`src/core/bcs_pkg.sv`:
```
// package for the bus cycle status and control block
package bcs_pkg;
    // bus cycle status codes, status two, one, zero
    typedef enum logic [2:0] {
        BCS_ST_INTA  = 3'h0,
        BCS_ST_IORD  = 3'h1,
        BCS_ST_IOWR  = 3'h2,
        BCS_ST_HALT  = 3'h3,
        BCS_ST_FETCH = 3'h4,
        BCS_ST_MEMRD = 3'h5,
        BCS_ST_MEMWR = 3'h6,
        BCS_ST_IDLE  = 3'h7
    } bcs_status_t;

    // bus cycle request from the execution side
    typedef struct packed {
        logic        start;
        bcs_status_t kind;
        logic [19:0] addr;
        logic        dma;
        logic        lcs_ucs;
        logic        quiet;
    } bcs_req_t;

    // register offsets and fields
    localparam logic [7:0]  BCS_OFF_AUX      = 8'h00;
    localparam logic [7:0]  BCS_OFF_PBASE    = 8'h04;
    localparam logic [7:0]  BCS_OFF_STAT     = 8'h08;
    localparam int          BCS_PIN_ROLE_BIT = 7;
    localparam logic [15:0] BCS_AUX_RST      = 16'h0000;
    localparam logic [15:0] BCS_PBASE_RST    = 16'h0000;
    localparam logic [19:0] BCS_RESET_VEC    = 20'hF_FFF0;
    localparam int          BCS_REGION_BITS  = 8;
    localparam logic [2:0]  BCS_REGION_FIVE  = 3'h5;
    localparam logic [2:0]  BCS_REGION_SIX   = 3'h6;
    // timing
    localparam int          BCS_CLK_NS       = 10;
    localparam int          BCS_RST_MIN_NS   = 1000000;
    localparam int          BCS_RST_MIN_CYC  = (BCS_RST_MIN_NS + BCS_CLK_NS - 1) / BCS_CLK_NS;
    localparam int          BCS_FETCH_CYC    = 7;
    localparam int          BCS_STRAP_DLY    = 1;
endpackage : bcs_pkg

```
`src/core/bcs_bus_ctrl.sv`:
```
// bus cycle status, peripheral selects, read strobe and reset straps
`timescale 1ns/1ps
module bcs_bus_ctrl
    import bcs_pkg::*;
(
    // clock and reset
    input  wire logic        clk_sys_i,
    input  wire logic        rst_i,
    // register port
    input  wire logic [7:0]  reg_addr_i,
    input  wire logic [15:0] reg_wdata_i,
    input  wire logic        reg_wr_i,
    input  wire logic        reg_rd_i,
    output logic [15:0]      reg_rdata_o,
    // cycle requests and conditions
    input  bcs_req_t         req_i,
    input  wire logic        hold_i,
    input  wire logic        emu_tristate_i,
    input  wire logic        refresh_i,
    input  wire logic        psram_mode_i,
    input  wire logic        srdy_i,
    input  wire logic        ardy_i,
    input  wire logic        aden_strap_i,
    input  wire logic        half_clock_strap_i,
    // status outputs
    output logic             busy_o,
    output logic             fetch_start_o,
    output logic [19:0]      fetch_addr_o,
    output logic             half_clock_o,
    output logic             addr_quiet_o,
    // pins, output enables low while driven
    output logic             periph_select_five_o,
    output logic             periph_select_six_o,
    output logic             ps5_oe_n_o,
    output logic             ps6_oe_n_o,
    output logic             rd_n_o,
    output logic             rd_oe_n_o,
    output logic             ad_float_o,
    output logic [2:0]       status_low_o,
    output logic             status_oe_n_o,
    output logic             dma_cycle_flag_o,
    output logic             dma_oe_n_o,
    output logic             dram_refresh_two_low_o,
    output logic             refresh_two_oe_n_o
);
    // bus states idle and T1..T4, one-hot
    typedef enum logic [4:0] {
        BCS_IDLE = 5'b0_0001,
        BCS_T1   = 5'b0_0010,
        BCS_T2   = 5'b0_0100,
        BCS_T3   = 5'b0_1000,
        BCS_T4   = 5'b1_0000
    } bcs_state_t;

    bcs_state_t  st_q;
    bcs_req_t    cyc_q;
    logic [1:0]  rst_sync_q;
    logic        in_rst;
    logic [2:0]  fetch_cnt_q;
    logic        fetch_pend_q;
    logic        strap_dly_q;
    logic        aden_q;
    logic        half_q;
    logic [15:0] aux_q;
    logic [15:0] pbase_q;
    logic        lat_a1_q;
    logic        lat_a2_q;
    logic        ready;
    logic        sel5;
    logic        sel6;

    // the synchroniser eats two edges and the counter one, so it stops three short
    localparam logic [2:0] FETCH_LAST = 3'(BCS_FETCH_CYC - 3);

    // the three-bit counter cannot serve a longer or shorter first-fetch delay
    if (BCS_FETCH_CYC < 3 || BCS_FETCH_CYC > 10) begin : g_fetch_chk
        $error("first fetch delay outside what the counter can count");
    end

    // region decode used for both selects
    function automatic logic in_region(input logic [19:0] a, input logic [15:0] base,
                                       input logic [2:0] idx);
        logic [19:0] off;
        off = a - {base[9:0], 10'h000};
        in_region = (off[19:11] == 9'h000) && (off[10:8] == idx);
    endfunction : in_region

    // reset synchroniser; release is delayed, assertion is immediate
    always_ff @(posedge clk_sys_i or posedge rst_i) begin
        if (rst_i) begin
            rst_sync_q <= 2'b11;
        end else begin
            rst_sync_q <= {rst_sync_q[0], 1'b0};
        end
    end
    assign in_rst = rst_sync_q[1];

    // straps: half clock at release, address enable one clock later
    always_ff @(posedge clk_sys_i or posedge rst_i) begin
        if (rst_i) begin
            strap_dly_q <= 1'b0;
            aden_q      <= 1'b0;
            half_q      <= 1'b0;
        end else begin
            strap_dly_q <= in_rst;
            if (in_rst) begin
                half_q <= ~half_clock_strap_i;
            end
            if (strap_dly_q && !in_rst) begin
                aden_q <= aden_strap_i;
            end
        end
    end
    assign half_clock_o = half_q;

    // first fetch launch, seven edges after external release approximate 6.5 periods
    always_ff @(posedge clk_sys_i or posedge rst_i) begin
        if (rst_i) begin
            fetch_cnt_q  <= 3'h0;
            fetch_pend_q <= 1'b1;
        end else if (in_rst) begin
            fetch_cnt_q  <= 3'h0;
            fetch_pend_q <= 1'b1;
        end else if (fetch_pend_q) begin
            fetch_cnt_q <= fetch_cnt_q + 3'h1;
            if (fetch_cnt_q == FETCH_LAST) begin
                fetch_pend_q <= 1'b0;
            end
        end
    end
    assign fetch_start_o = fetch_pend_q && !in_rst
                           && (fetch_cnt_q == FETCH_LAST);
    assign fetch_addr_o  = BCS_RESET_VEC;

    // register writes; pin role bit steers the shared select pins
    always_ff @(posedge clk_sys_i or posedge rst_i) begin
        if (rst_i) begin
            aux_q   <= BCS_AUX_RST;
            pbase_q <= BCS_PBASE_RST;
        end else if (in_rst) begin
            aux_q   <= BCS_AUX_RST;
            pbase_q <= BCS_PBASE_RST;
        end else if (reg_wr_i) begin
            if (reg_addr_i == BCS_OFF_AUX) begin
                aux_q <= reg_wdata_i;
            end else if (reg_addr_i == BCS_OFF_PBASE) begin
                pbase_q <= reg_wdata_i;
            end
        end
    end

    // register reads, data one cycle later, unmapped read as zero
    always_ff @(posedge clk_sys_i or posedge rst_i) begin
        if (rst_i) begin
            reg_rdata_o <= 16'h0000;
        end else if (reg_rd_i) begin
            if (reg_addr_i == BCS_OFF_AUX) begin
                reg_rdata_o <= aux_q;
            end else if (reg_addr_i == BCS_OFF_PBASE) begin
                reg_rdata_o <= pbase_q;
            end else if (reg_addr_i == BCS_OFF_STAT) begin
                reg_rdata_o <= {9'h000, aden_q, half_q, st_q};
            end else begin
                reg_rdata_o <= 16'h0000;
            end
        end else begin
            reg_rdata_o <= 16'h0000;
        end
    end

    // srdy is used as is, the partner keeps it synchronous
    assign ready = srdy_i || ardy_i;

    // bus state machine
    always_ff @(posedge clk_sys_i or posedge rst_i) begin
        if (rst_i) begin
            st_q  <= BCS_IDLE;
            cyc_q <= '0;
        end else if (in_rst) begin
            st_q  <= BCS_IDLE;
            cyc_q <= '0;
        end else begin
            case (st_q)
                BCS_IDLE: begin
                    if (req_i.start && !hold_i) begin
                        st_q  <= BCS_T1;
                        cyc_q <= req_i;
                    end
                end
                BCS_T1: begin
                    st_q <= BCS_T2;
                end
                BCS_T2: begin
                    st_q <= BCS_T3;
                end
                BCS_T3: begin
                    if (ready) begin
                        st_q <= BCS_T4;
                    end
                end
                BCS_T4: begin
                    st_q  <= BCS_IDLE;
                    cyc_q <= '0;
                end
                default: begin
                    st_q <= BCS_IDLE;
                end
            endcase
        end
    end
    assign busy_o = (st_q != BCS_IDLE);

    // address latch; frozen in hold so the pins keep their value
    always_ff @(posedge clk_sys_i or posedge rst_i) begin
        if (rst_i) begin
            lat_a1_q <= 1'b0;
            lat_a2_q <= 1'b0;
        end else if (st_q == BCS_T1 && !hold_i) begin
            lat_a1_q <= cyc_q.addr[1];
            lat_a2_q <= cyc_q.addr[2];
        end
    end

    // selects only inside a live cycle that matches
    assign sel5 = busy_o && in_region(cyc_q.addr, pbase_q, BCS_REGION_FIVE);
    assign sel6 = busy_o && in_region(cyc_q.addr, pbase_q, BCS_REGION_SIX);

    // shared pins: selects or latched address bits; reset wins so both pins stay high
    always_comb begin
        if (in_rst) begin
            periph_select_five_o = 1'b1;
            periph_select_six_o  = 1'b1;
        end else if (!aux_q[BCS_PIN_ROLE_BIT]) begin
            periph_select_five_o = lat_a1_q;
            periph_select_six_o  = lat_a2_q;
        end else if (hold_i) begin
            periph_select_five_o = 1'b1;
            periph_select_six_o  = 1'b1;
        end else begin
            periph_select_five_o = ~sel5;
            periph_select_six_o  = ~sel6;
        end
    end
    assign ps5_oe_n_o = 1'b0;
    assign ps6_oe_n_o = 1'b0;

    // address phase quiet only when the strap allowed it
    assign addr_quiet_o = aden_q && cyc_q.lcs_ucs && cyc_q.quiet;

    // bus floated in T2 and T3; read strobe waits for that
    assign ad_float_o = (st_q == BCS_T2) || (st_q == BCS_T3);
    assign rd_n_o = ~(((st_q == BCS_T3) || ((st_q == BCS_T2) && ad_float_o))
                      && ((cyc_q.kind == BCS_ST_MEMRD) || (cyc_q.kind == BCS_ST_IORD)
                          || (cyc_q.kind == BCS_ST_FETCH)));
    assign rd_oe_n_o = hold_i;

    // status: kind from T1 until ready, passive otherwise
    assign status_low_o  = ((st_q == BCS_T1) || (st_q == BCS_T2) || (st_q == BCS_T3))
                           ? cyc_q.kind : BCS_ST_IDLE;
    assign status_oe_n_o = hold_i;

    // dma flag for T2 through T4
    assign dma_cycle_flag_o = cyc_q.dma && ((st_q == BCS_T2) || (st_q == BCS_T3)
                                            || (st_q == BCS_T4));
    assign dma_oe_n_o = hold_i || in_rst;

    // refresh two, idle high in PSRAM mode
    assign dram_refresh_two_low_o = ~(refresh_i && !psram_mode_i);
    assign refresh_two_oe_n_o     = hold_i || emu_tristate_i;
endmodule : bcs_bus_ctrl

```
`config.mk`:
```
export PLATFORM = sky130hd
export DESIGN_NAME = bcs_bus_ctrl
export DESIGN_NICKNAME = d
export VERILOG_FILES = /design/src/core/bcs_pkg.sv /design/src/core/bcs_bus_ctrl.sv
export SDC_FILE = /design/constraint.sdc
export NUM_CORES = 1
export LEC_CHECK = 0
export BUFFER_PORTS_ARGS = -buffer_cell sky130_fd_sc_hd__buf_2
export CORE_MARGIN = 3
export CORE_UTILIZATION = 46
export DETAILED_ROUTE_END_ITERATION = 16
export HOLD_SLACK_MARGIN = 0.15
export PLACE_DENSITY = 0.71
export SLEW_MARGIN = 15
export SYNTH_ARGS = -nofsm -noshare
export SYNTH_HDL_FRONTEND = slang
export SYNTH_SLANG_ARGS = --single-unit
```
`constraint.sdc`:
```
create_clock -name clk_sys_i -period 3.4 [get_ports clk_sys_i]
set_input_delay 0.85 -clock clk_sys_i [delete_from_list [all_inputs] [get_ports clk_sys_i]]
set_output_delay 0.85 -clock clk_sys_i [all_outputs]
set_load 0.01 [all_outputs]
```
# Word-level counts from Yosys, hierarchy flattened

Cells that the tools add are included.

Register bits after elaboration: 90
Bits in latches: 0
RAM bits: 0
Bits in read-only memories: 0
Input bits: 63
Logic and storage cells: 110
Memories: 0

Add/sub/neg operators: 2
$mul: 0
Divide/modulo/power cells: 0
Magnitude comparators: 0
Eq/ne operators: 17
Shift operators: 0
Muxes and demuxes: 30
Bitwise gates (word level): 5
Reduce and logical (&&, ||, !) cells: 39

Operator list:

| cell                                                                   | number |
|---|---|
| 16-bit two-way mux                                                     | 10 |
| 26-bit two-way mux                                                     | 2 |
| 26-bit case mux with 2 select lines                                    | 1 |
| 5-bit case mux with 4 select lines                                     | 1 |
| 20-bit subtractor                                                      | 1 |
| 3-bit equality test (second input constant)                            | 5 |
| 1-bit logical AND                                                      | 15 |
| 5-bit two-way mux                                                      | 3 |
| 1-bit logical OR                                                       | 10 |
| 9-bit zero test                                                        | 1 |
| 1-bit two-way mux                                                      | 9 |
| 3-bit two-way mux                                                      | 3 |
| 8-bit by 3-bit equality test with 1-bit output (second input constant) | 1 |
| 8-bit by 4-bit equality test with 1-bit output (second input constant) | 1 |
| 8-bit zero test                                                        | 1 |
| 2-bit nonzero test                                                     | 4 |
| 7-bit two-way mux                                                      | 1 |
| 3-bit != test (second input constant)                                  | 2 |
| 2-bit AND reduction                                                    | 3 |
| 5-bit by 1-bit equality test with 1-bit output (second input constant) | 1 |
| 5-bit by 2-bit equality test with 1-bit output (second input constant) | 1 |
| 5-bit by 3-bit equality test with 1-bit output (second input constant) | 1 |
| 5-bit by 4-bit equality test with 1-bit output (second input constant) | 1 |
| 5-bit equality test (second input constant)                            | 1 |
| other kinds (8)                                                        | 14 |

# Logic depth before layout (Yosys ltp)

Depth in word-level cells: 8
Gate-level depth with buffers: 9
Gate-level depth less buffers: 9

# Worst setup path after synthesis

No wires, ideal clock.

Path type: register to output
Start point: reg pbase_q[0]
End point: out periph_select_five_o
Data arrival time: 2.269 ns
Data required time: 2.550 ns
Path slack: 0.281 ns
Stages on the path, launching flop included: 9
Buffers on the path: 0
Cells stage by stage: dfrtp_1 -> ha_1 -> fa_1 -> nor2b_1 -> o21ai_1 -> a221o_1 -> a211o_1 -> nor4_1 -> a21oi_1

Word-level cells in the longest chain between the ends: 8
Elaborated cells between the ends (all ways): 9
Those cells by class: 1 x add/sub; 1 x eq/ne; 3 x mux; 1 x bitwise; 3 x reduce/logical

RTL lines:

| item                                                   | RTL line            | text |
|---|---|---|
| start, declared                                        | bcs_bus_ctrl.sv:65  | `logic [15:0] pbase_q;` |
| start signal, assigned                                 | bcs_bus_ctrl.sv:147 | `pbase_q <= reg_wdata_i;` |
| 20-bit subtractor *                                    | bcs_bus_ctrl.sv:84  | `off = a - {base[9:0], 10'h000};` |
| 9-bit zero test or 3-bit equality test (tied branches) | bcs_bus_ctrl.sv:85  | `in_region = (off[19:11] == 9'h000) && (off[10:8] == idx);` |
| 1-bit logical AND *                                    | bcs_bus_ctrl.sv:85  |  |
| 1-bit logical AND *                                    | bcs_bus_ctrl.sv:225 | `assign sel5 = busy_o && in_region(cyc_q.addr, pbase_q, BCS_REGION_FIVE);` |
| 1-bit NOT *                                            | bcs_bus_ctrl.sv:240 | `periph_select_five_o = ~sel5;` |
| 1-bit two-way mux *                                    | bcs_bus_ctrl.sv:236 | `end else if (hold_i) begin` |
| 1-bit two-way mux *                                    | bcs_bus_ctrl.sv:233 | `end else if (!aux_q[BCS_PIN_ROLE_BIT]) begin` |
| 1-bit two-way mux *                                    | bcs_bus_ctrl.sv:230 | `if (in_rst) begin` |
| end, declared                                          | bcs_bus_ctrl.sv:32  | `output logic periph_select_five_o,` |

Mark *: on every way between the ends. The rest lies on a longest branch, timed or not.

# Worst setup path in the final report

Start point: reg cyc_q[13] (netlist bit)
End point: out periph_select_six_o

Word-level cells in the longest chain between the ends: 8
Elaborated cells between the ends (all ways): 9
Those cells by class: 1 x add/sub; 1 x eq/ne; 3 x mux; 1 x bitwise; 3 x reduce/logical

RTL lines:

| item                                                   | RTL line            | text |
|---|---|---|
| start, declared                                        | bcs_bus_ctrl.sv:56  | `bcs_req_t cyc_q;` |
| start signal, assigned                                 | bcs_bus_ctrl.sv:187 | `cyc_q <= req_i;` |
| 20-bit subtractor *                                    | bcs_bus_ctrl.sv:84  |  |
| 9-bit zero test or 3-bit equality test (tied branches) | bcs_bus_ctrl.sv:85  |  |
| 1-bit logical AND *                                    | bcs_bus_ctrl.sv:85  |  |
| 1-bit logical AND *                                    | bcs_bus_ctrl.sv:226 | `assign sel6 = busy_o && in_region(cyc_q.addr, pbase_q, BCS_REGION_SIX);` |
| 1-bit NOT *                                            | bcs_bus_ctrl.sv:241 | `periph_select_six_o = ~sel6;` |
| 1-bit two-way mux *                                    | bcs_bus_ctrl.sv:236 |  |
| 1-bit two-way mux *                                    | bcs_bus_ctrl.sv:233 |  |
| 1-bit two-way mux *                                    | bcs_bus_ctrl.sv:230 |  |
| end, declared                                          | bcs_bus_ctrl.sv:33  | `output logic periph_select_six_o,` |

Marks and branches as above.

==> impl_metrics.py <==
metrics = {
    "drt": {
        "avgRoutedWirePerCell_um": 14.65,
        "avgViaCountPerCell": 5.128,
        "total_vias_in_the_final_route": 3651,
        "initialDrtViolationCount": 216,
        "wl_um": 10430,
        "antenna_violating_nets_left": 0,
        "drt_pass1_iterations": 6,
        "route.detailed.drc": 0,
    },
    "sta": {
        "finalSetupViolations": 2,
        "grt_setup_unrepaired": "true",
        "timing.max_slew.rel_slack": 0.5539,
        "timing_max_transition_violations_final": 0,
        "worst_clock_skew_ns": 0.01367,
        "clock_period_minus_final_worst_setup_slack_ns": 3.590,
        "share_of_the_clock_period_used_by_the_worst_path": 1.056,
        "number_of_hold_slack_violations_in_the_final_timing_report": 0,
        "timing.fmax_mhz": 278.5,
        "worstMarginPinSlew_ns": 0.6692,
        "fin_ws_ns": -0.1902,
    },
    "logic_synthesis": {
        "asyncSetResetFlopFracSynth": 1.000,
        "postSynthRegisterBits": 84,
        "combined_area_of_all_synthesized_cells_um2": 4355,
        "post_synth_edffs": 0,
        "synth.distinct_cells": 50,
        "mean_syn_cell_area_um2": 8.763,
        "ys_seq_area_frac": 0.4838,
        "ys.warnings.count": 0,
        "dominantRegCellSynth": "sky130_fd_sc_hd__dfrtp_1",
        "netlist_instances": 497,
    },
    "clock_network": {
        "clk_pin_slew_ns": 0.09,
        "root_buffer": "sky130_fd_sc_hd__clkbuf_8",
        "cts_hold_buf": 0,
        "ctsLongestPathBuffers": 2,
        "cts_made_buffers": 9,
        "htreeDepth": 3,
        "clock_latency_at_the_later_pin_of_the_worst_skew_pair_ns": 0.35,
        "clock_sinks": 84,
        "tritoncts": "built",
    },
    "pwr": {
        "seq_power_share": 0.511,
        "worst_ir_drop_vdd_mv": 0.2425,
        "cellLeakagePower_nw": 2.367,
        "p_sw_frac": 0.2891,
        "overall_power_w": 0.002093,
        "pwr-share-clk": 0.325,
        "power.density_nw_per_um2": 413.3,
        "net-switching-power_w": 0.0006051,
        "p_int_w": 0.001488,
        "combPwrFrac": 0.163,
    },
    "outcome": {
        "failed_checks": "negative setup slack",
        "run_status": "complete, but fails checks",
    },
    "die": {
        "num_rows": 34,
        "die_y_um": 103.3,
        "die_x_um": 103.3,
        "placeableCoreArea_um2": 8976,
        "pin_count": 118,
        "die_area_um2": 10670,
        "start_util": 0.4852,
    },
    "critical_path": {
        "crit_path_max_incr_delay_ns": 0.38,
        "critPathArrivalTime_ns": 2.74,
        "cp_data_required_time_ns": 2.55,
        "critPathCaptureType": "output pin",
        "crit_type": "reg2out",
        "crit_chain": "inv_1 -> ha_2 -> fa_2 -> nor2b_4 -> buf_4 -> o211ai_1 -> and4b_1 -> a211o_1 -> nor4_2 -> a21oi_1 -> buf_2",
        "worst_path_dominant_cell_family": "simple AND/OR/NAND/NOR gates",
        "start_kind": "flip-flop",
        "critical_path.slowest_cell": "sky130_fd_sc_hd__fa_2",
        "worst-r2r-setup-slack_ns": 1.16,
        "critical_path_buf_inv_count": 3,
        "critPathMaxFanout": 2,
    },
    "global_route": {
        "globalRouteMet3Util": 0.03353,
        "antenna_found_initial": 0,
        "grt_overflow": 0,
        "grt_pass1_vias": 3391,
        "first_pass_grt_wire_length_um": 16460,
        "grt_util_met1": 0.2613,
        "grt.busiest_layer": "met2",
        "maximum_number_of_pins_on_one_net_before_global_route_repair": 49,
        "globalRouteTotalUtil": 0.1985,
        "grt_use_met2": 0.3389,
    },
    "worst_hold_path": {
        "hold_class": "reg2reg",
    },
    "placed_design": {
        "post_dp_cell_area_um2": 4821,
        "port_buffer_count": 89,
        "dp.cells": 692,
        "routabilityCongestion": 0.8276,
        "half_perimeter_wire_length_after_detailed_placement_um": 7537,
    },
    "cells_and_area": {
        "insertedDiodeCount": 0,
        "fraction_of_layout_cells_with_a_size_suffix_above_1": 0.2389,
        "finish.cell_count_without_fillers": 712,
        "total_nets_final": 656,
        "syn2layout_area_growth_pct": 16.29,
        "final_design_area_no_fill_um2": 5065,
    },
    "job": {
        "max-cap-violations": 0,
    },
}
path summary, 6_finish.rpt:
kind / startpoint / end / depth (start not counted)
worst max-delay path: cyc_q[13] / periph_select_six_o / 11
worst min-delay path: rst_sync_q[0] / rst_sync_q[1] / 0
worst max register to register: st_q[2] / cyc_q[17] / 6
worst min register to register: rst_sync_q[0] / rst_sync_q[1] / 0
max in group asynchronous: rst_i / aux_q[6] / 3
min in group asynchronous: rst_i / fetch_cnt_q[1] / 2
placed cells by master, fill, tap and decap left out, types with 4 or more instances in the layout:
cell type / synthesis / routed
sky130_fd_sc_hd__dfrtp_1: 80 / 80
sky130_fd_sc_hd__clkbuf_8: 0 / 11
sky130_fd_sc_hd__a22oi_1: 9 / 9
sky130_fd_sc_hd__nor2b_1: 15 / 14
sky130_fd_sc_hd__conb_1: 2 / 23
sky130_fd_sc_hd__ha_1: 11 / 10
sky130_fd_sc_hd__nor2_1: 31 / 31
sky130_fd_sc_hd__nand3_1: 5 / 5
sky130_fd_sc_hd__nand2_1: 115 / 115
sky130_fd_sc_hd__dfstp_2: 4 / 4
sky130_fd_sc_hd__o21ai_0: 23 / 23
sky130_fd_sc_hd__mux2i_1: 7 / 7
sky130_fd_sc_hd__buf_2: 8 / 89
sky130_fd_sc_hd__xnor2_1: 7 / 7
sky130_fd_sc_hd__nand2b_1: 6 / 6
sky130_fd_sc_hd__inv_1: 20 / 19
sky130_fd_sc_hd__nor4_1: 6 / 5
sky130_fd_sc_hd__a21oi_1: 51 / 50
sky130_fd_sc_hd__nor3_1: 8 / 8
sky130_fd_sc_hd__buf_4: 24 / 14
sky130_fd_sc_hd__or2_2: 4 / 4
routing by layer:
metal | routed length [µm] | part of all wire
met1 | 4572 | 0.44
met2 | 5263 | 0.50
met3 | 434 | 0.042
met4 | 158 | 0.015
met5 | 0 | 0
metrics by stage:
stage	hold WS, ns	setup TNS, ns	setup WS (ns)	utilization
6_report	0.3590	-0.3622	-0.1902	0.5643
5_1_grt	0.3642	-0.6233	-0.3139	0.5643
4_1_cts	0.3599	-0.3431	-0.1736	0.5624
3_5_place_dp	0.3472	0	0.03095	0.5371
3_3_place_gp	0.3455	0	0.07494	0.5371
2_1_floorplan	0.3452	0	0.2814	-
sequential cells by signal, indices dropped and copies added, names as in the netlist, 2 cells and up:
name	count
cyc_q	20
pbase_q	16
aux_q	16
st_q	5
fetch_cnt_q	3
rst_sync_q	2
reg_rdata_o	16
final cells by class:
class | count | area [µm²]
Clock buffer | 11 | 151.4
Timing Repair Buffer | 103 | 550.5
Clock inverter | 5 | 36.28
Inverter | 20 | 76.32
Multi-Input combinational cell | 363 | 1986
Tap cell | 126 | 157.7
Sequential cell | 84 | 2107
Fill cell | 852 | 3911
timing repair:
action,in CTS,in global routing
setup buffers,3,1
pin swaps,3,2
setup endpoints to repair,2,2
resized for setup,5,2
cells by family after synthesis:
| kind of cell | count (synthesis) | synth area share |
|---|---|---|
| and+or+nand+nor | 208 | 0.2166 |
| AOI/OAI and AO/OA | 102 | 0.1353 |
| DFF | 84 | 0.4838 |
| buffers and inverters | 71 | 0.08647 |
| adders and majority gates | 12 | 0.03620 |
| muxes | 10 | 0.02384 |
| xor gates and xnor gates | 8 | 0.01609 |
| other | 2 | 0.001724 |
power by group through the flow:
stage / Clock (W) / Combinational (W) / Sequential (W)
CTS: 0.000692 / 0.000337 / 0.00107
global route: 0.000728 / 0.000385 / 0.00107
floorplan: 0 / 0.000246 / 0.00108
finish: 0.000681 / 0.000342 / 0.00107
global placement: 0 / 0.000314 / 0.00109
detailed placement: 0 / 0.000326 / 0.00109
Yosys cell counts, types with 2 or more instances:
library cell	count	area share
sky130_fd_sc_hd__buf_2	8	0.0092
sky130_fd_sc_hd__nor2b_1	15	0.022
sky130_fd_sc_hd__o21ai_0	23	0.026
sky130_fd_sc_hd__xnor2_1	7	0.014
sky130_fd_sc_hd__mux2i_1	7	0.016
sky130_fd_sc_hd__mux2_2	3	0.0078
sky130_fd_sc_hd__inv_1	20	0.017
sky130_fd_sc_hd__nand3_1	5	0.0057
sky130_fd_sc_hd__nor3b_1	2	0.0034
sky130_fd_sc_hd__a21o_1	2	0.0034
sky130_fd_sc_hd__nand2_1	115	0.099
sky130_fd_sc_hd__and2_1	2	0.0029
sky130_fd_sc_hd__nand2b_1	6	0.0086
sky130_fd_sc_hd__or3_1	2	0.0029
sky130_fd_sc_hd__nor4_1	6	0.0086
sky130_fd_sc_hd__nor2_1	31	0.027
sky130_fd_sc_hd__ha_1	11	0.032
sky130_fd_sc_hd__o21ai_1	3	0.0034
sky130_fd_sc_hd__clkbuf_1	16	0.014
sky130_fd_sc_hd__buf_4	24	0.041
sky130_fd_sc_hd__or2_2	4	0.0057
sky130_fd_sc_hd__nor3_1	8	0.0092
sky130_fd_sc_hd__dfstp_2	4	0.024
sky130_fd_sc_hd__and3_1	3	0.0043
sky130_fd_sc_hd__dfrtp_1	80	0.46
sky130_fd_sc_hd__a22oi_1	9	0.016
sky130_fd_sc_hd__a21oi_1	51	0.059
sky130_fd_sc_hd__clkbuf_2	2	0.0023
sky130_fd_sc_hd__conb_1	2	0.0017
sky130_fd_sc_hd__a31oi_1	3	0.0043
sky130_fd_sc_hd__nand3b_1	3	0.0052
sky130_fd_sc_hd__o21a_1	2	0.0034
Power figures use the tool's default switching activity.
